--- config.mk ---
export PLATFORM = sky130hd
export DESIGN_NAME = pbh_bridge
export DESIGN_NICKNAME = d
export VERILOG_FILES = /design/src/core/pbh_pkg.sv /design/src/core/pbh_bridge.sv
export VERILOG_INCLUDE_DIRS = /design/src /design/src/core
export SDC_FILE = /design/constraint.sdc
export NUM_CORES = 1
export LEC_CHECK = 0
export BUFFER_PORTS_ARGS = -buffer_cell sky130_fd_sc_hd__buf_2
export CAP_MARGIN = 5
export CORE_MARGIN = 2
export CORE_UTILIZATION = 40
export CTS_BUF_LIST = sky130_fd_sc_hd__clkbuf_16
export DETAILED_ROUTE_END_ITERATION = 8
export GPL_TIMING_DRIVEN = 0
export HOLD_SLACK_MARGIN = 0.03
export PLACE_DENSITY = 0.66
export SYNTH_ARGS = -nofsm -noshare
export SYNTH_HDL_FRONTEND = slang
export SYNTH_SLANG_ARGS = --single-unit
--- constraint.sdc ---
create_clock -name CLK -period 4.5 [get_ports CLK]
set_input_delay 0.45 -clock CLK [delete_from_list [all_inputs] [get_ports CLK]]
set_output_delay 0.45 -clock CLK [all_outputs]
set_load 0.01 [all_outputs]
--- src/core/pbh_cfg.svh ---
// constants of the processor bus handshake interface
`ifndef PBH_CFG_SVH
`define PBH_CFG_SVH

`define PBH_CLK_MHZ    20
`define PBH_PHASE_NS   100
`define PBH_PHASE_CYC  ((`PBH_PHASE_NS * `PBH_CLK_MHZ + 999) / 1000)
`define PBH_PH_ONE     2'h0
`define PBH_PH_TWO     2'h1
`define PBH_PH_THREE   2'h2
`define PBH_PH_FOUR    2'h3
`define PBH_DAL_W      16
`define PBH_REG_W      4
`define PBH_BYTE_W     8

`endif

--- src/core/pbh_pkg.sv ---
// types of the processor bus handshake interface
package pbh_pkg;

	typedef enum logic [2:0] {
		PBH_OP_READ        = 3'h0,
		PBH_OP_READ_ACK    = 3'h1,
		PBH_OP_WRITE       = 3'h3,
		PBH_OP_WRITE_ACK   = 3'h2,
		PBH_OP_INPUT_WORD  = 3'h6,
		PBH_OP_OUTPUT_WORD = 3'h7
	} pbh_op_type;

endpackage

--- src/core/pbh_bridge.sv ---
// processor bus handshake interface: sequencer, phase clock and bus strobes
`timescale 1ns/1ns
`include "pbh_cfg.svh"

// Functional notes
// - sync request rises at phase two start
// - bus sync only via phase-three-end flip-flop
// - bus sync held until reply withdrawn
// - acknowledge request resets the sync flip-flop
// - write byte registered to bus at phase one start, address microcycle only
// - input request at phase two drives strobe
// - output request rises at phase one start
// - output strobe flip-flop clocked at phase three
// - output strobe sets only with reply reset
// - output strobe dropped when reply flop sets
// - no output strobe without sync request
// - bus reply sampled at phase one
// - reply forwarded only while bus sync active
// - read waits while reply or busy
// - input word waits for reply at phase three
// - low byte, then high byte to register with bit 0 inverted
// - requests drop at end of next phase one
// - reply set locks sync flip-flop set
// - read or write group waits on busy
// - reply reset at phase one releases sync
// - output completes on reply at phase three
module pbh_bridge #(
	parameter int DAL_W   = `PBH_DAL_W,
	parameter int REG_W   = `PBH_REG_W,
	parameter int PH_CYC  = `PBH_PHASE_CYC
) (
	input  wire logic                 CLK,
	input  wire logic                 RSTN,
	input  wire logic                 OP_VALID,
	input  wire pbh_pkg::pbh_op_type  OP_CODE,
	input  wire logic                 OP_BYTE,
	input  wire logic [DAL_W-1:0]     OP_ADDR,
	input  wire logic [DAL_W-1:0]     OP_WDATA,
	input  wire logic [REG_W-1:0]     OP_AREG,
	output logic                      OP_READY,
	output logic                      OP_DONE,
	output logic                      STORE_STB,
	output logic [REG_W-1:0]          STORE_REG,
	output logic [`PBH_BYTE_W-1:0]    STORE_DATA,
	output logic                      REPLY_OUT,
	output logic                      BUSY_OUT,
	output logic                      BUS_SYNC_N,
	output logic                      BUS_WRITE_BYTE_N,
	output logic                      BUS_INPUT_STROBE_N,
	output logic                      BUS_OUTPUT_STROBE_N,
	input  wire logic                 BUS_REPLY_N,
	input  wire logic [DAL_W-1:0]     DAL_I,
	output logic [DAL_W-1:0]          DAL_O,
	output logic                      DAL_OE
);

	// ****************************************
	// reset release
	// ****************************************
	logic rst_s1_q;
	logic rst_n_q;
	always_ff @(posedge CLK or negedge RSTN) begin
		if (!RSTN) begin
			rst_s1_q <= 1'b0;
			rst_n_q  <= 1'b0;
		end else begin
			rst_s1_q <= 1'b1;
			rst_n_q  <= rst_s1_q;
		end
	end
	// ****************************************
	// four-phase microcycle clock
	// ****************************************
	localparam logic [7:0] PH_LAST = 8'(PH_CYC - 1);
	logic [7:0] ph_cnt_q;
	logic [1:0] ph_idx_q;
	logic       end_ph1;
	logic       end_ph2;
	logic       end_ph3;
	logic       end_ph4;
	function automatic logic ph_end(input logic [1:0] idx, input logic [1:0] which,
		input logic [7:0] cnt);
		ph_end = (idx == which) && (cnt == PH_LAST);
	endfunction
	always_ff @(posedge CLK or negedge rst_n_q) begin
		if (!rst_n_q) begin
			ph_cnt_q <= 8'h00;
			ph_idx_q <= `PBH_PH_ONE;
		end else if (ph_cnt_q == PH_LAST) begin
			ph_cnt_q <= 8'h00;
			ph_idx_q <= ph_idx_q + 2'h1;
		end else begin
			ph_cnt_q <= ph_cnt_q + 8'h01;
		end
	end
	assign end_ph1 = ph_end(ph_idx_q, `PBH_PH_ONE, ph_cnt_q);
	assign end_ph2 = ph_end(ph_idx_q, `PBH_PH_TWO, ph_cnt_q);
	assign end_ph3 = ph_end(ph_idx_q, `PBH_PH_THREE, ph_cnt_q);
	assign end_ph4 = ph_end(ph_idx_q, `PBH_PH_FOUR, ph_cnt_q);
	// ****************************************
	// interface flip-flops
	// ****************************************
	logic reply_ff_q;
	logic sync_ff_q;
	logic dout_ff_q;
	logic sync_req_q;
	logic iack_req_q;
	logic in_req_q;
	logic out_req_q;
	logic rd_xfer_q;
	logic reply_in;
	logic busy;
	always_ff @(posedge CLK or negedge rst_n_q) begin
		if (!rst_n_q) begin
			reply_ff_q <= 1'b0;
		end else if (end_ph4) begin
			reply_ff_q <= !BUS_REPLY_N;
		end
	end
	always_ff @(posedge CLK or negedge rst_n_q) begin
		if (!rst_n_q) begin
			sync_ff_q  <= 1'b0;
			BUS_SYNC_N <= 1'b1;
		end else if (end_ph3) begin
			if (iack_req_q) begin
				sync_ff_q  <= 1'b0;
				BUS_SYNC_N <= 1'b1;
			end else if (reply_ff_q && sync_ff_q) begin
				sync_ff_q  <= 1'b1;
				BUS_SYNC_N <= 1'b0;
			end else begin
				sync_ff_q  <= sync_req_q;
				BUS_SYNC_N <= !sync_req_q;
			end
		end
	end
	always_ff @(posedge CLK or negedge rst_n_q) begin
		if (!rst_n_q) begin
			dout_ff_q           <= 1'b0;
			BUS_OUTPUT_STROBE_N <= 1'b1;
		end else if ((end_ph4 && !BUS_REPLY_N) || reply_ff_q || !out_req_q) begin
			dout_ff_q           <= 1'b0;
			BUS_OUTPUT_STROBE_N <= 1'b1;
		end else if (end_ph2 && !reply_ff_q && sync_req_q) begin
			dout_ff_q           <= 1'b1;
			BUS_OUTPUT_STROBE_N <= 1'b0;
		end
	end
	// reply to the sequencer needs bus sync, and input request on reads
	assign reply_in = reply_ff_q && sync_ff_q && (!rd_xfer_q || in_req_q);
	assign busy     = reply_ff_q;
	always_ff @(posedge CLK or negedge rst_n_q) begin
		if (!rst_n_q) begin
			REPLY_OUT <= 1'b0;
			BUSY_OUT  <= 1'b0;
		end else begin
			REPLY_OUT <= reply_in;
			BUSY_OUT  <= busy;
		end
	end
	// ****************************************
	// microinstruction sequencer
	// ****************************************
	pbh_pkg::pbh_op_type op_q;
	logic                 byte_q;
	logic [DAL_W-1:0]     addr_q;
	logic [DAL_W-1:0]     wdata_q;
	logic [REG_W-1:0]     areg_q;
	logic                 hi_q;
	logic                 addr_next_q;
	logic                 addr_cyc_q;
	logic                 next_rd_q;
	logic                 next_ack_q;
	logic                 next_wb_q;
	logic                 rd_arm_q;
	logic                 wr_arm_q;
	logic                 drop_q;
	logic                 addr_op;
	logic                 is_read;
	assign addr_op = (op_q == pbh_pkg::PBH_OP_READ) || (op_q == pbh_pkg::PBH_OP_READ_ACK)
		|| (op_q == pbh_pkg::PBH_OP_WRITE) || (op_q == pbh_pkg::PBH_OP_WRITE_ACK);
	assign is_read = (op_q == pbh_pkg::PBH_OP_READ) || (op_q == pbh_pkg::PBH_OP_READ_ACK);
	always_ff @(posedge CLK or negedge rst_n_q) begin
		if (!rst_n_q) begin
			OP_READY    <= 1'b1;
			OP_DONE     <= 1'b0;
			op_q        <= pbh_pkg::PBH_OP_READ;
			byte_q      <= 1'b0;
			addr_q      <= '0;
			wdata_q     <= '0;
			areg_q      <= '0;
			hi_q        <= 1'b0;
			addr_next_q <= 1'b0;
			next_rd_q   <= 1'b0;
			next_ack_q  <= 1'b0;
			next_wb_q   <= 1'b0;
			drop_q      <= 1'b0;
			STORE_STB   <= 1'b0;
			STORE_REG   <= '0;
			STORE_DATA  <= '0;
		end else begin
			OP_DONE   <= 1'b0;
			STORE_STB <= 1'b0;
			if (end_ph1) begin
				drop_q <= 1'b0;
			end
			if (end_ph4) begin
				addr_next_q <= 1'b0;
			end
			if (OP_READY && OP_VALID) begin
				OP_READY <= 1'b0;
				op_q     <= OP_CODE;
				byte_q   <= OP_BYTE;
				addr_q   <= OP_ADDR;
				wdata_q  <= OP_WDATA;
				areg_q   <= OP_AREG;
				hi_q     <= 1'b0;
			end else if (!OP_READY && end_ph3) begin
				if (addr_op) begin
					if (!reply_in && !busy) begin
						OP_READY    <= 1'b1;
						OP_DONE     <= 1'b1;
						addr_next_q <= 1'b1;
						next_rd_q   <= is_read;
						next_ack_q  <= (op_q == pbh_pkg::PBH_OP_READ_ACK)
							|| (op_q == pbh_pkg::PBH_OP_WRITE_ACK);
						next_wb_q   <= !is_read && byte_q;
					end
				end else if (reply_in) begin
					if (op_q == pbh_pkg::PBH_OP_INPUT_WORD && !hi_q) begin
						hi_q       <= 1'b1;
						STORE_STB  <= 1'b1;
						STORE_REG  <= areg_q;
						STORE_DATA <= DAL_I[`PBH_BYTE_W-1:0];
					end else begin
						OP_READY <= 1'b1;
						OP_DONE  <= 1'b1;
						drop_q   <= 1'b1;
						if (op_q == pbh_pkg::PBH_OP_INPUT_WORD) begin
							STORE_STB  <= 1'b1;
							STORE_REG  <= {areg_q[REG_W-1:1], !areg_q[0]};
							STORE_DATA <= DAL_I[DAL_W-1:`PBH_BYTE_W];
						end
					end
				end
			end
		end
	end
	// ****************************************
	// control chip request lines
	// ****************************************
	always_ff @(posedge CLK or negedge rst_n_q) begin
		if (!rst_n_q) begin
			addr_cyc_q <= 1'b0;
			rd_arm_q   <= 1'b0;
			wr_arm_q   <= 1'b0;
			rd_xfer_q  <= 1'b0;
		end else if (end_ph4) begin
			addr_cyc_q <= addr_next_q;
			if (addr_next_q) begin
				rd_xfer_q <= next_rd_q;
			end
			if (addr_cyc_q) begin
				rd_arm_q <= rd_xfer_q;
				wr_arm_q <= !rd_xfer_q;
			end
		end else if (end_ph1 && drop_q) begin
			rd_arm_q  <= 1'b0;
			wr_arm_q  <= 1'b0;
		end
	end
	always_ff @(posedge CLK or negedge rst_n_q) begin
		if (!rst_n_q) begin
			sync_req_q <= 1'b0;
			iack_req_q <= 1'b0;
		end else if (end_ph1 && drop_q) begin
			sync_req_q <= 1'b0;
			iack_req_q <= 1'b0;
		end else if (end_ph1 && addr_cyc_q) begin
			sync_req_q <= 1'b1;
			iack_req_q <= next_ack_q;
		end
	end
	always_ff @(posedge CLK or negedge rst_n_q) begin
		if (!rst_n_q) begin
			BUS_WRITE_BYTE_N <= 1'b1;
		end else if (end_ph4) begin
			BUS_WRITE_BYTE_N <= !(addr_next_q && next_wb_q);
		end
	end
	always_ff @(posedge CLK or negedge rst_n_q) begin
		if (!rst_n_q) begin
			in_req_q           <= 1'b0;
			BUS_INPUT_STROBE_N <= 1'b1;
		end else if (end_ph1 && drop_q) begin
			in_req_q           <= 1'b0;
			BUS_INPUT_STROBE_N <= 1'b1;
		end else if (end_ph1 && rd_arm_q) begin
			in_req_q           <= 1'b1;
			BUS_INPUT_STROBE_N <= 1'b0;
		end
	end
	always_ff @(posedge CLK or negedge rst_n_q) begin
		if (!rst_n_q) begin
			out_req_q <= 1'b0;
		end else if (end_ph1 && drop_q) begin
			out_req_q <= 1'b0;
		end else if (end_ph4 && (wr_arm_q || (addr_cyc_q && !rd_xfer_q)) && !OP_READY
			&& op_q == pbh_pkg::PBH_OP_OUTPUT_WORD) begin
			out_req_q <= 1'b1;
		end
	end
	// ****************************************
	// shared address and data lines
	// ****************************************
	always_ff @(posedge CLK or negedge rst_n_q) begin
		if (!rst_n_q) begin
			DAL_O  <= '0;
			DAL_OE <= 1'b0;
		end else if (end_ph4 && addr_next_q) begin
			DAL_O  <= addr_q;
			DAL_OE <= 1'b1;
		end else if (out_req_q) begin
			DAL_O  <= wdata_q;
			DAL_OE <= 1'b1;
		end else if (end_ph4 || (end_ph1 && drop_q)) begin
			DAL_OE <= 1'b0;
		end
	end
endmodule

==> flow_metrics.tcl <==
set metrics [dict create \
    via_per_inst 4.89 \
    path_clk_slew_ns 0.07 \
    rsz0062_at_grt "false" \
    finalHoldViolCount 0 \
    fin_crit_sh_pct 50.0 \
    p_sw_uw 835 \
    synthAdderAreaFrac_pct 1.69 \
    synth_top_area_share_pct 57.0 \
    route.detailed.drc 0 \
    path_buf_inv 2 \
    critPathCaptureType "register" \
    synth_cell_types 43 \
    internal_power_mw 2.11 \
    multi_input_area_um2 1670 \
    syn_to_final_growth_pct 22.5 \
    maxCapViolCount 0 \
    grt_pass1_wl_um 14200 \
    status "complete, no violations" \
    cts-root-buf "clkbuf_16" \
    synthArstFlopShare_pct 100 \
    vias 2888 \
    cpMaxStageDelayCell "nor4b_4" \
    hold_path_class "primary input to register" \
    drive_gt1_share_pct 40.4 \
    ir_drop_mv 0.254 \
    finalClockSkew_ns 0.00750 \
    critical_path.max_fanout 10 \
    die_height_um 109 \
    synth_xor_area_share_pct 1.58 \
    leakagePower_nw 2.63 \
    fp-row-count 38 \
    worst_slew_pin_slew_ns 0.774 \
    core_area_um2 10800 \
    synth-main-ff-cell "dfrtp_1" \
    dpl.hpwl_um 6370 \
    syn_area_um2 4430 \
    synth_top_cell_by_area "dfrtp_1" \
    htreeDepth 3 \
    nets 511 \
    first_pass_iters 4 \
    rr_worst_depth 7 \
    synthMuxAreaShare_pct 20.5 \
    cp.required_ns 4.72 \
    synth_compound_area_share_pct 5.37 \
    cts_tree "done" \
    fin_cells 590 \
    switching_share_pct 28.4 \
    drv_slew 0 \
    n_antenna_cell 0 \
    io_pins 98 \
    design.die.area_um2 11900 \
    synth.yosys.seq_area_share_pct 60.0 \
    avgSynthCellArea_um2 13.2 \
    pwr-share-seq_pct 50.1 \
    slowest_delay_ns 0.43 \
    ant_nets 0 \
    period_needed_ns 2.25 \
    synth_simple_gate_area_share_pct 8.50 \
    dieWidth_um 109 \
    powerDensity_nw_per_um2 542 \
    hp-start "BUS_REPLY_N" \
    worstPathArrival_ns 2.47 \
    synth_edf_count 0 \
    wl_um 8640 \
    grt_pass1_vias 2982 \
    wl_per_cell_um 14.6 \
    r2r_start "ph_cnt_q[1]" \
    start_util_pct 40.9 \
    crit_start "ph_cnt_q[1]" \
    clkPwrFrac_pct 26.3 \
    grt_usage_pct 15.3 \
    drt_iter0_drc 83 \
    post_cts_buffers 0 \
    ys_ff_latch 106 \
    min_path_cells 2 \
    worstSetupPathDepth 7 \
    overflow 0 \
    synth_warnings 0 \
    slew_headroom_pct 48.4 \
    insertion_delay_ns 0.34 \
    clock-sinks 106 \
    ys_top_cells_by_area "dfrtp_1 (57%), mux2_2 (14%), mux2i_1 (4.5%)" \
    crit_chain "inv_1, ha_1, nor4b_4, nand3_4, nor4_4, buf_6, mux2_1" \
    gp_congestion 0.739 \
    cts_buffer_depth 2 \
    cts_inserted_buffers 9 \
    grt_max_degree 54 \
    buffer_ports.inserted 97 \
    syn_nets 401 \
    regArea_um2 2660 \
    crit_type "register to register" \
    crit_family "simple AND/OR/NAND/NOR gates" \
    timing.setup.tns_ns 0 \
    synth_top_family_by_area "multiplexers" \
    fmax_ghz 0.445 \
    nFillCells 1005 \
    antenna_found_initial 0 \
    cp-start-kind "register" \
    setup_violations 0 \
    syn_inst 335 \
    dp_cells 573 \
    pwr-share-comb_pct 23.7 \
]
-- through the flow --
stage	utilization [%]	hold slack (ns)	setup slack (ns)	area (µm²)	power [mW]
4_1_cts	50.1	0.291	2.21	5430	2.98
2_1_floorplan	-	0.154	1.34	4430	1.94
3_5_place_dp	47.3	0.239	2.23	5120	2.20
6_report	50.1	0.299	2.25	5430	2.94
5_1_grt	50.1	0.308	2.09	5430	3.12
3_3_place_gp	47.0	0.238	0.233	5090	2.16
-- registers in the layout (all words and copies together) (netlist names), 3 cells and up --
register	cells
STORE_DATA	8
addr_q	16
areg_q	4
op_q	3
ph_cnt_q	8
wdata_q	16
STORE_REG	4
DAL_O	16
-- worst register-to-register path: stages, from the launching register on --
cell     delay [ns]
dfrtp_1        0.40
inv_1          0.06
ha_1           0.14
nor4b_4        0.43
nand3_4        0.21
nor4_4         0.34
buf_6          0.21
mux2_1         0.33
-- cell families (layout without fill, tap and decap cells) --
group / after synthesis / count (layout)
flops: 106 / 106
mux: 83 / 83
simple gates: 68 / 68
compound gates: 40 / 40
buf+inv: 23 / 138
xor+xnor: 8 / 8
fa+ha+maj: 6 / 6
other cells: 1 / 1
-- final timing paths --
check                                end  slack, ns
min                                 busy       0.30
max                        STORE_DATA[2]       2.25
max reg2reg                STORE_DATA[2]       2.25
min reg2reg                      rst_n_q       0.35
min in group asynchronous    wdata_q[10]       0.38
max in group asynchronous       OP_READY       3.38
-- power by group through the flow --
stage	Clock (mW)	Combinational, mW	Sequential (mW)
floorplan	0	0.449	1.49
global placement	0	0.677	1.49
detailed placement	0	0.711	1.49
CTS	0.789	0.712	1.48
global route	0.828	0.776	1.52
finish	0.772	0.697	1.47
-- cells in the mapped netlist (all sizes together), types with 2 or more instances --
| master | number |
|---|---|
| nor4b | 2 |
| mux2 | 63 |
| o2bb2ai | 2 |
| a21oi | 23 |
| nand3 | 11 |
| buf | 9 |
| nor4 | 2 |
| ha | 6 |
| a21o | 2 |
| o21ai | 5 |
| xnor2 | 7 |
| nand4 | 2 |
| nor2 | 23 |
| and3 | 3 |
| mux2i | 20 |
| o211ai | 2 |
| nand2b | 3 |
| dfstp | 5 |
| clkbuf | 4 |
| dfrtp | 101 |
| nand2 | 13 |
| or3 | 2 |
| inv | 10 |
| and2 | 2 |
-- layout by cell type (no fill, tap or decap), types with 2 or more instances in the layout --
cell,netlist,layout
nor2_1,23,23
and3_1,3,3
dfrtp_1,101,100
a21oi_1,23,23
and2_1,2,2
clkinv_4,0,2
clkbuf_1,4,4
o21ai_0,5,5
clkinv_1,0,2
clkbuf_16,0,9
xnor2_1,7,7
or3_1,2,2
ha_1,6,6
mux2i_1,20,20
o211ai_1,2,2
a21o_1,2,2
buf_1,4,4
dfstp_2,5,5
inv_1,10,10
nand2b_1,3,3
nand3_1,10,10
nand2_1,13,13
buf_2,4,101
mux2_2,55,55
mux2_1,8,8
nand4_1,2,2
o2bb2ai_1,2,2
-- routing by layer --
| layer | part of all wire, % | global-route usage (%) | up-vias |
|---|---|---|---|
| li1 | - | - | 1390 |
| met1 | 44 | 19.6 | 1406 |
| met2 | 48 | 25.3 | 83 |
| met3 | 7.3 | 3.95 | 9 |
| met4 | 1.1 | 4.97 | 0 |
| met5 | 0 | 0 | - |
-- repair_timing --
item	4_1_cts	5_1_grt
hold endpoints to repair	2	0
gates resized for setup	0	0
hold buffers	1	0
-- final cells by class --
type | instances | share of cell area (%)
clock inverter | 7 | 1.27
timing repair buffer | 99 | 9.64
multi-input combinational | 206 | 30.8
tap | 140 | 3.23
inverter | 10 | 0.692
sequential | 106 | 49.1
buffer | 13 | 1.13
clock buffer | 9 | 4.15
Note: power is estimated with default switching activity, not from simulation.
